==> config.mk <==
export PLATFORM = sky130hd
export DESIGN_NAME = top_level_irq_status
export DESIGN_NICKNAME = d
export VERILOG_FILES = /design/src/w1c_event_reg.v /design/src/top_level_irq_status.v
export VERILOG_INCLUDE_DIRS = /design/src
export SDC_FILE = /design/constraint.sdc
export NUM_CORES = 1
export LEC_CHECK = 0
export BUFFER_PORTS_ARGS = -buffer_cell sky130_fd_sc_hd__clkbuf_2
export CAP_MARGIN = 20
export CORE_MARGIN = 2
export CORE_UTILIZATION = 24
export CTS_BUF_LIST = sky130_fd_sc_hd__clkbuf_8 sky130_fd_sc_hd__clkbuf_16
export DETAILED_ROUTE_END_ITERATION = 6
export PLACE_DENSITY = 0.55
export SYNTH_ARGS = -nofsm -noshare
export SYNTH_HDL_FRONTEND = slang
export SYNTH_HIERARCHICAL = 1
export SYNTH_SLANG_ARGS = --single-unit
==> constraint.sdc <==
create_clock -name clk -period 3.1 [get_ports clk]
set_clock_uncertainty 0.2 [all_clocks]
set_input_delay 0.62 -clock clk [delete_from_list [all_inputs] [get_ports clk]]
set_output_delay 0.62 -clock clk [all_outputs]
set_load 0.02 [all_outputs]
==> src/irq_status_regs.vh <==
// How it works
// Load current done flag sets on result ready, holds until host writes one.
// Bit 6 mirrors any pending bit in the monitor event register.
// Bit 5 mirrors any pending bit in the boost event register.
// Bit 4 mirrors any pending bit in the buck event register.
// Bit 3 latches on every sync clock valid/invalid transition.
// Thermal cutoff latches bit 2 and disables all enabled converters.
// While thermal cutoff latch set, no converter may be enabled.
// Clearing thermal cutoff re-enables converters and clears warning status.
// Bit 1 latches thermal warning; live warning shown separately.
// Bit 0 latches overvoltage; live overvoltage shown separately.
// Second register bit 0 latches on analog supply undervoltage or software reset.
// Reset event disables converters, defaults registers, restarts, keeps flag set.
// Host writes one to clear a flag; only bits written one clear.
// Sub-register event bits latch and clear on write one.
// Software reset bit resets registers, reloads settings, self-clears.
// Flags read zero after reset; writing zero leaves them unchanged.
`ifndef IRQ_STATUS_REGS_VH
`define IRQ_STATUS_REGS_VH
`define RESET_CTRL_OFFSET   8'h1f
`define TOP_PRIMARY_OFFSET  8'h20
`define TOP_SECONDARY_OFFSET 8'h21
`define BUCK_EVENT_OFFSET   8'h22
`define BOOST_EVENT_OFFSET  8'h23
`define MONITOR_EVENT_OFFSET 8'h24
`define TOP_STATUS_OFFSET   8'h25
`define FLAG_RESET_VALUE    8'h00
`define BIT_LOAD_DONE       7
`define BIT_MONITOR_SUM     6
`define BIT_BOOST_SUM       5
`define BIT_BUCK_SUM        4
`define BIT_SYNC_CLK        3
`define BIT_THERMAL_CUTOFF  2
`define BIT_THERMAL_WARNING 1
`define BIT_OVERVOLTAGE     0
`define BIT_RESET_EVENT     0
`define BIT_SOFTWARE_RESET  0
`define BUCK_EVENT_MASK     8'h77
`define BOOST_EVENT_MASK    8'h07
`define MONITOR_EVENT_MASK  8'h15
`endif

==> src/w1c_event_reg.v <==
`include "irq_status_regs.vh"
// Latched event bits, set wins over write-one clear
module w1c_event_reg #(
    parameter WIDTH = 8,
    parameter [WIDTH-1:0] MASK = {WIDTH{1'b1}}
) (
    // Clock and reset
    input  wire             clk,
    input  wire             rst_n,
    // Events and clear
    input  wire [WIDTH-1:0] setBits,
    input  wire [WIDTH-1:0] clearBits,
    // Stored flags
    output reg  [WIDTH-1:0] flags
);
    wire [WIDTH-1:0] next_flags = ((flags & ~clearBits) | setBits) & MASK;

    // write one clears
    always @(posedge clk) begin
        if (!rst_n) begin
            flags <= {WIDTH{1'b0}};
        end else begin
            flags <= next_flags;
        end
    end
endmodule // w1c_event_reg

==> src/top_level_irq_status.v <==
`include "irq_status_regs.vh"
module top_level_irq_status (
    // Clock and reset
    input  wire       clk,
    input  wire       rst_n,
    // Register port
    input  wire [7:0] regAddr,
    input  wire       regWrite,
    input  wire       regRead,
    input  wire [7:0] regWdata,
    output reg  [7:0] regRdata,
    // Event sources
    input  wire       loadCurrentReady,
    input  wire       syncClockValid,
    input  wire       thermalCutoffLive,
    input  wire       thermalWarningLive,
    input  wire       overvoltageLive,
    input  wire       analogSupplyLow,
    input  wire [7:0] buckEvents,
    input  wire [7:0] boostEvents,
    input  wire [7:0] monitorEvents,
    // Converter control
    input  wire       converterEnableRequest,
    output reg        converterEnable,
    output reg        deviceRestart
);
    reg        loadDoneFlag;
    reg        syncChangeFlag;
    reg        cutoffFlag;
    reg        warnFlag;
    reg        ovpFlag;
    reg  [7:0] next_regRdata;
    reg        resetEvent;
    reg        syncValidPrev;
    reg        warnPrev;
    reg        ovpPrev;
    reg        cutoffPrev;
    reg        warnStatusCleared;
    wire [7:0] buckFlags;
    wire [7:0] boostFlags;
    wire [7:0] monitorFlags;

    function wrHit;
        input [7:0] addr;
        begin
            wrHit = regWrite && (regAddr == addr);
        end
    endfunction

    wire [7:0] primaryClr   = wrHit(`TOP_PRIMARY_OFFSET) ? regWdata : 8'h00;
    wire       resetEventClr = wrHit(`TOP_SECONDARY_OFFSET) && regWdata[`BIT_RESET_EVENT];
    // software reset self-clearing
    wire       swReset = wrHit(`RESET_CTRL_OFFSET) && regWdata[`BIT_SOFTWARE_RESET];
    // reset event cause
    wire       resetCause = swReset || analogSupplyLow;
    wire       softRst_n = rst_n && !resetCause;
    wire       cutoffClr = primaryClr[`BIT_THERMAL_CUTOFF];

    // Sub-register write-one clears
    wire [7:0] buckClr      = wrHit(`BUCK_EVENT_OFFSET) ? regWdata : 8'h00;
    wire [7:0] boostClr     = wrHit(`BOOST_EVENT_OFFSET) ? regWdata : 8'h00;
    wire [7:0] monitorClr   = wrHit(`MONITOR_EVENT_OFFSET) ? regWdata : 8'h00;

    // Single-cycle event strobes
    wire       syncChange   = syncClockValid != syncValidPrev;
    wire       cutoffRise   = thermalCutoffLive && !cutoffPrev;
    wire       warnRise     = thermalWarningLive && !warnPrev;
    wire       ovpRise      = overvoltageLive && !ovpPrev;
    // converter block
    wire       converterBlocked = cutoffFlag || cutoffRise;

    // Set wins over a same-cycle clear
    function latchNext;
        input setNow;
        input held;
        input clearNow;
        begin
            latchNext = setNow || (held && !clearNow);
        end
    endfunction

    // sub-register latches
    w1c_event_reg #(.WIDTH(8), .MASK(`BUCK_EVENT_MASK)) buckReg (
        .clk       (clk),
        .rst_n     (softRst_n),
        .setBits   (buckEvents),
        .clearBits (buckClr),
        .flags     (buckFlags)
    );

    w1c_event_reg #(.WIDTH(8), .MASK(`BOOST_EVENT_MASK)) boostReg (
        .clk       (clk),
        .rst_n     (softRst_n),
        .setBits   (boostEvents),
        .clearBits (boostClr),
        .flags     (boostFlags)
    );

    w1c_event_reg #(.WIDTH(8), .MASK(`MONITOR_EVENT_MASK)) monitorReg (
        .clk       (clk),
        .rst_n     (softRst_n),
        .setBits   (monitorEvents),
        .clearBits (monitorClr),
        .flags     (monitorFlags)
    );

    // Edge detectors for the live inputs
    always @(posedge clk) begin
        if (!softRst_n) begin
            // Sync starts at the pin level, no false change after reset; the other three start at zero
            syncValidPrev <= syncClockValid;
            warnPrev      <= 1'b0;
            ovpPrev       <= 1'b0;
            cutoffPrev    <= 1'b0;
        end else begin
            syncValidPrev <= syncClockValid;
            warnPrev      <= thermalWarningLive;
            ovpPrev       <= overvoltageLive;
            cutoffPrev    <= thermalCutoffLive;
        end
    end

    // load done latch
    always @(posedge clk) begin
        if (!softRst_n) begin
            loadDoneFlag <= 1'b0;
        end else begin
            loadDoneFlag <= latchNext(loadCurrentReady, loadDoneFlag, primaryClr[`BIT_LOAD_DONE]);
        end
    end

    // sync validity change
    always @(posedge clk) begin
        if (!softRst_n) begin
            syncChangeFlag <= 1'b0;
        end else begin
            syncChangeFlag <= latchNext(syncChange, syncChangeFlag, primaryClr[`BIT_SYNC_CLK]);
        end
    end

    // thermal cutoff latch
    always @(posedge clk) begin
        if (!softRst_n) begin
            cutoffFlag <= 1'b0;
        end else begin
            cutoffFlag <= latchNext(cutoffRise, cutoffFlag, cutoffClr);
        end
    end

    // warning latch
    always @(posedge clk) begin
        if (!softRst_n) begin
            warnFlag <= 1'b0;
        end else begin
            warnFlag <= latchNext(warnRise, warnFlag, primaryClr[`BIT_THERMAL_WARNING]);
        end
    end

    // overvoltage latch
    always @(posedge clk) begin
        if (!softRst_n) begin
            ovpFlag <= 1'b0;
        end else begin
            ovpFlag <= latchNext(ovpRise, ovpFlag, primaryClr[`BIT_OVERVOLTAGE]);
        end
    end

    // warning status cleared with cutoff
    always @(posedge clk) begin
        if (!softRst_n) begin
            warnStatusCleared <= 1'b0;
        end else if (cutoffClr && cutoffFlag) begin
            warnStatusCleared <= 1'b1;
        end else if (!thermalWarningLive) begin
            warnStatusCleared <= 1'b0;
        end
    end

    // reset event survives register reset
    always @(posedge clk) begin
        if (!rst_n) begin
            resetEvent <= 1'b0;
        end else begin
            resetEvent <= resetCause || (resetEvent && !resetEventClr);
        end
    end

    // converter gating
    always @(posedge clk) begin
        if (!softRst_n) begin
            converterEnable <= 1'b0;
            deviceRestart <= rst_n;
        end else begin
            converterEnable <= converterEnableRequest && !converterBlocked;
            deviceRestart <= 1'b0;
        end
    end

    // summary bits
    wire [7:0] primaryView = {loadDoneFlag, |monitorFlags, |boostFlags, |buckFlags,
                              syncChangeFlag, cutoffFlag, warnFlag, ovpFlag};
    wire [7:0] topStatus = {5'h00, thermalCutoffLive,
                            thermalWarningLive && !warnStatusCleared, overvoltageLive};

    // unmapped addresses read zero
    always @* begin
        case (regAddr)
            `TOP_PRIMARY_OFFSET:   next_regRdata = primaryView;
            `TOP_SECONDARY_OFFSET: next_regRdata = {7'h00, resetEvent};
            `BUCK_EVENT_OFFSET:    next_regRdata = buckFlags;
            `BOOST_EVENT_OFFSET:   next_regRdata = boostFlags;
            `MONITOR_EVENT_OFFSET: next_regRdata = monitorFlags;
            `TOP_STATUS_OFFSET:    next_regRdata = topStatus;
            default:               next_regRdata = 8'h00;
        endcase
    end

    // Read data held until the next read
    always @(posedge clk) begin
        if (!rst_n) begin
            regRdata <= 8'h00;
        end else if (regRead) begin
            regRdata <= next_regRdata;
        end
    end
endmodule // top_level_irq_status

* Word-level counts from Yosys, hierarchy flattened
Cells that the tools add are included.
Word-level totals: flip-flop bits (word level) 33, word-level logic and storage cells 86
Operators by class: equality and inequality tests 9, muxes and demuxes 7, bitwise logic cells 9, reductions and logical operators 44
Operators with widths (number):
- $eq 8x6->1 const B | 6
- $pmux 8 s6 | 1
- $reduce_or 8->1 | 3
- $logic_and 1x1->1 | 21
- $logic_not 1->1 | 12
- $eq 8x5->1 const B | 1
- $logic_or 1x1->1 | 8
- $mux 8 | 1
- $and 7x7->7 | 1
- $mux 7 | 1
- $not 7->7 | 1
- $or 7x7->7 | 1
- $and 5x5->5 | 1
- $mux 5 | 1
- $not 5->5 | 1
- $or 5x5->5 | 1
- $and 3x3->3 | 1
- $mux 3 | 1
- $not 3->3 | 1
- $or 3x3->3 | 1
- $mux 1 | 2
- $ne 2x1->1 const B | 1
- $ne 1x1->1 | 1

* Longest topological paths before layout
Gate-level depths: netlist (run 1).
depth in word-level cells 6, depth in mapped cells 8, mapped depth without buffers 6

* Cells and area by module
Netlist (run 1), hierarchy kept.
By module, submodules not included:
- top_level_irq_status | instances 1, cells each 168, area an instance 1347.5 µm²
- w1c_event_reg (boostReg ...) | instances 2, cells each 15, area an instance 165.2 µm²
- w1c_event_reg (buckReg) | instances 1, cells each 21, area an instance 266.5 µm²

* Least setup slack after synthesis (run 1)
Ideal clock, no wire load.
path kind input -> register, from input regAddr[4], to register buckReg.flags[1], library setup time 0.115 ns, arrival 2.539 ns, data required time 2.785 ns, slack 0.246 ns, stages on the path 8, buffers on the path 2, cell sequence or4_4 > buf_6 > or4_2 > buf_2 > nor2_1 > and2_1 > nor2b_4 > o21a_1
On the way: word-level cells in the longest chain between the ends 6
Ends and longest elaborated chain:
- from (decl) | line top_level_irq_status.v:7 | input wire [7:0] regAddr,
- $eq 8x6->1 | line top_level_irq_status.v:46 | wrHit = regWrite && (regAddr == addr);
- $logic_and 1x1->1 | line top_level_irq_status.v:46
- $mux 7 | line top_level_irq_status.v:60 | wire [7:0] buckClr = wrHit(`BUCK_EVENT_OFFSET) ? regWdata : 8'h00;
- via buckClr[1] | line top_level_irq_status.v:60
- $not 7->7 | line w1c_event_reg.v:16 | wire [WIDTH-1:0] next_flags = ((flags & ~clearBits) | setBits) & MASK;
- $and 7x7->7 | line w1c_event_reg.v:16
- $or 7x7->7 | line w1c_event_reg.v:16
- to (signal assigned) | line w1c_event_reg.v:21 | flags <= {WIDTH{1'b0}};
- to (signal assigned) | line w1c_event_reg.v:23 | flags <= next_flags;
- to (decl) | line w1c_event_reg.v:14 | output reg [WIDTH-1:0] flags
The timed path passes the listed nets, and every way through them passes these cells. A chain may end at the register's enable or synchronous reset.

* Worst setup path in the final report (run 1)
from input regAddr[4], to register buckReg.flags[6]
Same word-level chain as after synthesis.

==> metrics.txt, run 1 <==
first-pass GRT wire length 7710 um; total die area 8510 um2; Final #Nets 312; Synth Cell Area 1870 um2; Final Max Tran Viols 0; die extent in y 92.3 um; later-pin clock latency in the skew report 0.28 ns; Residual DRC 0; ANT nets after route 0; filler instances 824; RD Place Congestion 0.777; Layout area overhead 23.9%; final hold vios 0; final HPWL from detailed placement 3730 um; initial antenna violation count 0; Clock Pin Slew Worst Setup and Hold Paths 0.07 ns; Critical Path RT 3.08 ns; Post CTS Setup Buffer Count 0; Critical Path, Cell by Cell clkbuf_2 > or4_4 > or4_2 > nor2_1 > and2_1 > nor2b_4 > o21a_1; Critical Path Source Type input port; CP delay by family, top simple AND/OR/NAND/NOR gates; vias in the first global route 1623; Resized Gates After CTS 0; total gr overflow 0; ant diodes 0; Avg Vias per Cell 4.39; Peak VDD IR 124 uV; final worst path period share 84.2%; RSZ-0062 raised after global routing no; Num CTS Buffers 5; FMAX 383 MHz; Mapped Cells 207; post-synthesis area per instance 9.03 um2; run status finished clean; synth warn 6; die width 92.3 um; Slew Limit Headroom 62.5%; vias 1598; clk root buf clkbuf_8; Detailed Routing Iterations Pass 1 4; Setup WS post-layout 0.490 ns; DRT iter0 DRCs 64; worst-margin pin slew 0.558 ns; Final min period 2.61 ns; htree depth 2; power density cells 385 nW/um2; Critical Path End Type flip-flop; cell at the slowest stage of the critical path or4_2; MaxCap Viol Count 0; Core ar. 7650 um2; minimum hold slack 0.239 ns; largest net degree at the start of global routing 23; CTS Hold Bufs 0; crit path DAT 2.59 ns; share of layout cells above drive strength 1 33.6%; Leak 0.995 nW; HP Class flip-flop to flip-flop; GR Util All Layers 11.4%; routed wire length 4590 um; Critical Path Fanout Max 5; CTS tree yes; clock buffer depth 2; WL/cell 12.6 um; Clock Sinks 33; CP Buf/Inv Count 1; setup tns final 0 ns; # port buffers 48; starting density of the core 24.4%; Rows 32; I/O pin count 61; worst stage delay on the critical path 0.61 ns; Setup-failing EPs final 0; DP Worst Slack 0.163 ns; CP Class input port to flip-flop
==> layout by cell type, fill, tap and decap left out, types with 3 or more instances in the layout <==
| cell | instances |
|---|---|
| nand2b_1 | 5 |
| nor2b_4 | 12 |
| mux2i_1 | 4 |
| nand2_1 | 14 |
| dfxtp_1 | 33 |
| clkbuf_8 | 5 |
| buf_4 | 10 |
| o21ai_0 | 11 |
| a21oi_1 | 7 |
| and2_1 | 10 |
| nand3_1 | 4 |
| conb_1 | 12 |
| nor3_1 | 3 |
| inv_1 | 9 |
| nor2_1 | 7 |
| a22oi_1 | 4 |
| a22o_1 | 5 |
| nor4_1 | 8 |
| and3_1 | 3 |
| o21a_1 | 14 |
| mux2_2 | 3 |
| clkbuf_2 | 48 |
| nor2b_1 | 4 |
==> area by class of cell <==
type	count	area, um2	area share, %
tap	102	128	5.51
multi-input combinational	154	1080	46.6
timing repair buffer	59	335	14.5
sequential	33	661	28.5
clock inverter	3	13.8	0.594
clock buffer	5	68.8	2.97
inverter	8	30.0	1.30
==> power breakdown <==
group | internal [mW] | switching, mW
Combinational | 0.0670 | 0.0638
Sequential | 0.440 | 0.00961
Clock | 0.152 | 0.160
==> worst paths after layout <==
check	slack, ns	cells past startpoint	startpoint	end
hold / removal	0.24	2	regRdata[3]$_SDFFE_PN0P_	regRdata[3]$_SDFFE_PN0P_
setup reg to reg	1.45	4	monitorReg/flags[4]$_SDFF_PN0_	regRdata[6]$_SDFFE_PN0P_
setup / recovery	0.49	7	regAddr[4]	buckReg/flags[6]$_SDFF_PN0_
hold reg to reg	0.24	2	regRdata[3]$_SDFFE_PN0P_	regRdata[3]$_SDFFE_PN0P_
==> metrics by stage <==
| step | std cells | utilization [%] | power (mW) | area, um2 |
|---|---|---|---|---|
| after CTS | 364 | 30.3 | 0.907 | 2320 |
| after global placement | 356 | 29.2 | 0.588 | 2230 |
| after detailed placement | 356 | 29.2 | 0.590 | 2230 |
| after global routing | 364 | 30.3 | 0.937 | 2320 |
| final | 364 | 30.3 | 0.892 | 2320 |
| after floorplan | 216 | - | 0.543 | 1900 |
==> metal layers <==
metal / track usage (%) / share of wire, % / wire (um)
met5: 0 / 0 / 0
met4: 2.86 / 1.2 / 53
met3: 3.20 / 3.6 / 166
met2: 18.8 / 47 / 2180
met1: 14.7 / 48 / 2190
==> state kept, by name, indices dropped and copies added (netlist names), 3 cells and up <==
register and count:
boostReg/flags 3, buckReg/flags 6, monitorReg/flags 3, regRdata 8
==> worst reg2reg max path: stages, from the launching register on <==
cell and delay, ns:
dfxtp_1 0.33, nor4_1 0.34, a2111oi_0 0.16, a311o_1 0.32, a22o_1 0.20
No activity file was read; power rests on OpenSTA's default activity.
==> inputs of run 2 (changes only) <==
--- a/config.mk
+++ b/config.mk
@@ -6,13 +6,14 @@
 export SDC_FILE = /design/constraint.sdc
 export NUM_CORES = 1
 export LEC_CHECK = 0
+export ABC_AREA = 1
 export BUFFER_PORTS_ARGS = -buffer_cell sky130_fd_sc_hd__clkbuf_2
 export CAP_MARGIN = 20
 export CORE_MARGIN = 2
 export CORE_UTILIZATION = 24
 export CTS_BUF_LIST = sky130_fd_sc_hd__clkbuf_8 sky130_fd_sc_hd__clkbuf_16
 export DETAILED_ROUTE_END_ITERATION = 6
-export PLACE_DENSITY = 0.55
+export PLACE_DENSITY = 0.56
 export SYNTH_ARGS = -nofsm -noshare
 export SYNTH_HDL_FRONTEND = slang
 export SYNTH_HIERARCHICAL = 1
==> constraint.sdc (replaced) <==
create_clock -name clk -period 2.3 [get_ports clk]
set_clock_uncertainty 0.2 [all_clocks]
set_input_delay 0.46 -clock clk [delete_from_list [all_inputs] [get_ports clk]]
set_output_delay 0.46 -clock clk [all_outputs]
set_load 0.02 [all_outputs]
==> metrics.txt, run 2 <==
worst stage delay on the critical path 0.27 ns; max FFs per register 8; Setup crit end regRdata[2]$_SDFFE_PN0P_; die extent in y 92.7 um; Setup WS post-layout 0.684 ns; first-pass GRT wire length 8070 um; power share of the clock group 37.6%; MaxCap Viol Count 0; fin util 29.4%; GR Layer Usage met1 16.0%; Setup-failing EPs final 0; sequential cell fraction of total power 50.4%; final worst path period share 70.3%; synth warn 6; later-pin clock latency in the skew report 0.29 ns; cell internal pwr 0.884 mW; Post CTS Setup Buffer Count 0; Clock Sinks 33; Final #Nets 389; ANT nets after route 0; starting density of the core 24.5%; setup tns final 0 ns; Rows 32; htree depth 2; Switching Fraction 26.5%; Layout area overhead 19.8%; DRT iter0 DRCs 123; Critical Path End Type flip-flop; Critical Path Fanout Max 18; met3 GRT Util 3.09%; GR Util All Layers 11.9%; met2 Resource Use GR 19.0%; CP dominant cell by count nand3_1; FMAX 619 MHz; die width 92.7 um; clock buffer depth 2; Final min period 1.62 ns; minimum hold slack 0.0989 ns; Post-DP Area 2170 um2; CTS tree yes; share of layout cells above drive strength 1 22.5%; Resized Gates After CTS 0; final hold vios 0; R2R Path Start boostReg/flags[1]$_SDFF_PN0_; r2r endpoint regRdata[5]$_SDFFE_PN0P_; global routing's busiest layer met2; final HPWL from detailed placement 3910 um; Detailed Routing Iterations Pass 1 4; run status finished clean; Critical Path, Cell by Cell clkbuf_2 > inv_1 > nand2_1 > nor2_4 > buf_4 > nand3_1 > nand3_1 > o21ai_0 > a21oi_1; largest net degree at the start of global routing 19; leading cell type in the layout, fill and taps excluded nand2_1; Residual DRC 0; combinational power share 12.0%; fin area 2260 um2; WL/cell 10.8 um; Critical Path RT 2.32 ns; Cells after DPL 433; most frequent cells in the layout 49 x nand2_1, 48 x clkbuf_2, 46 x inv_1; Critical Path Source Type input port; I/O pin count 61; RD Place Congestion 0.789; vias in the first global route 1745; Leak 1.04 nW; biggest regs regRdata (8), buckReg/flags (6); R2R depth 6; Worst Hold Depth 1; post-synthesis area per instance 6.53 um2; Synth Cell Area 1890 um2; Setup crit start regAddr[6]; DP Worst Slack 0.375 ns; routed wire length 4760 um; total die area 8590 um2; vias 1823; RSZ-0062 raised after global routing no; clk root buf clkbuf_8; power density cells 532 nW/um2; Core ar. 7690 um2; Mapped Cells 289; CTS Hold Bufs 0; worst reg-to-reg setup slack 1.11 ns; Design Power 1.20 mW; ant diodes 0; NetSw 0.319 mW; Layout Cells excl Fill 440; # port buffers 48; crit path DAT 1.63 ns; initial antenna violation count 0; Num CTS Buffers 5; total gr overflow 0; HP Class input port to flip-flop; cell at the slowest stage of the critical path buf_4; Avg Vias per Cell 4.14; Clock Pin Slew Worst Setup and Hold Paths 0.07 ns; Biggest register regRdata; CP Class input port to flip-flop; Peak VDD IR 190 uV; Final Max Tran Viols 0
-- run 2: layout make-up --
cell class | instances | area (um2)
multi-input combinational | 196 | 930
timing repair buffer | 50 | 255
sequential | 33 | 661
clock inverter | 1 | 7.51
tap | 102 | 128
fill | 898 | 5430
clock buffer | 6 | 82.6
inverter | 52 | 198
-- run 2: power by group through the flow --
stage	clock network, mW	logic (mW)	registers, mW
floorplan	0	0.100	0.618
global placement	0	0.142	0.619
detailed placement	0	0.145	0.620
CTS	0.467	0.146	0.607
global route	0.499	0.165	0.609
finish	0.452	0.144	0.607
-- run 2: worst max-delay path: cells and delay by family --
kind / cells / cell delay, ns
and+or+nand+nor: 4 / 0.54
AOI/OAI and AO/OA: 2 / 0.24
buffers and inverters: 3 / 0.40
-- run 2: per-layer routing --
metal  vias to the layer above  share of wire, %
li1                        988                 -
met1                       796                49
met2                        34                45
met3                         5               4.8
met4                         0              0.97
met5                         -                 0
-- run 2: worst min path at each step --
stage | slack (ns) | startpoint | endpoint
5_1_grt | 0.1 | syncClockValid | syncValidPrev$_DFF_P_
6_report | 0.1 | syncClockValid | syncValidPrev$_DFF_P_
3_5_place_dp | 0.23 | warnPrev$_SDFF_PN0_ | warnFlag$_SDFF_PN0_
3_3_place_gp | 0.21 | warnPrev$_SDFF_PN0_ | warnFlag$_SDFF_PN0_
2_1_floorplan | 0.20 | warnPrev$_SDFF_PN0_ | warnFlag$_SDFF_PN0_
4_1_cts | 0.09 | syncClockValid | syncValidPrev$_DFF_P_
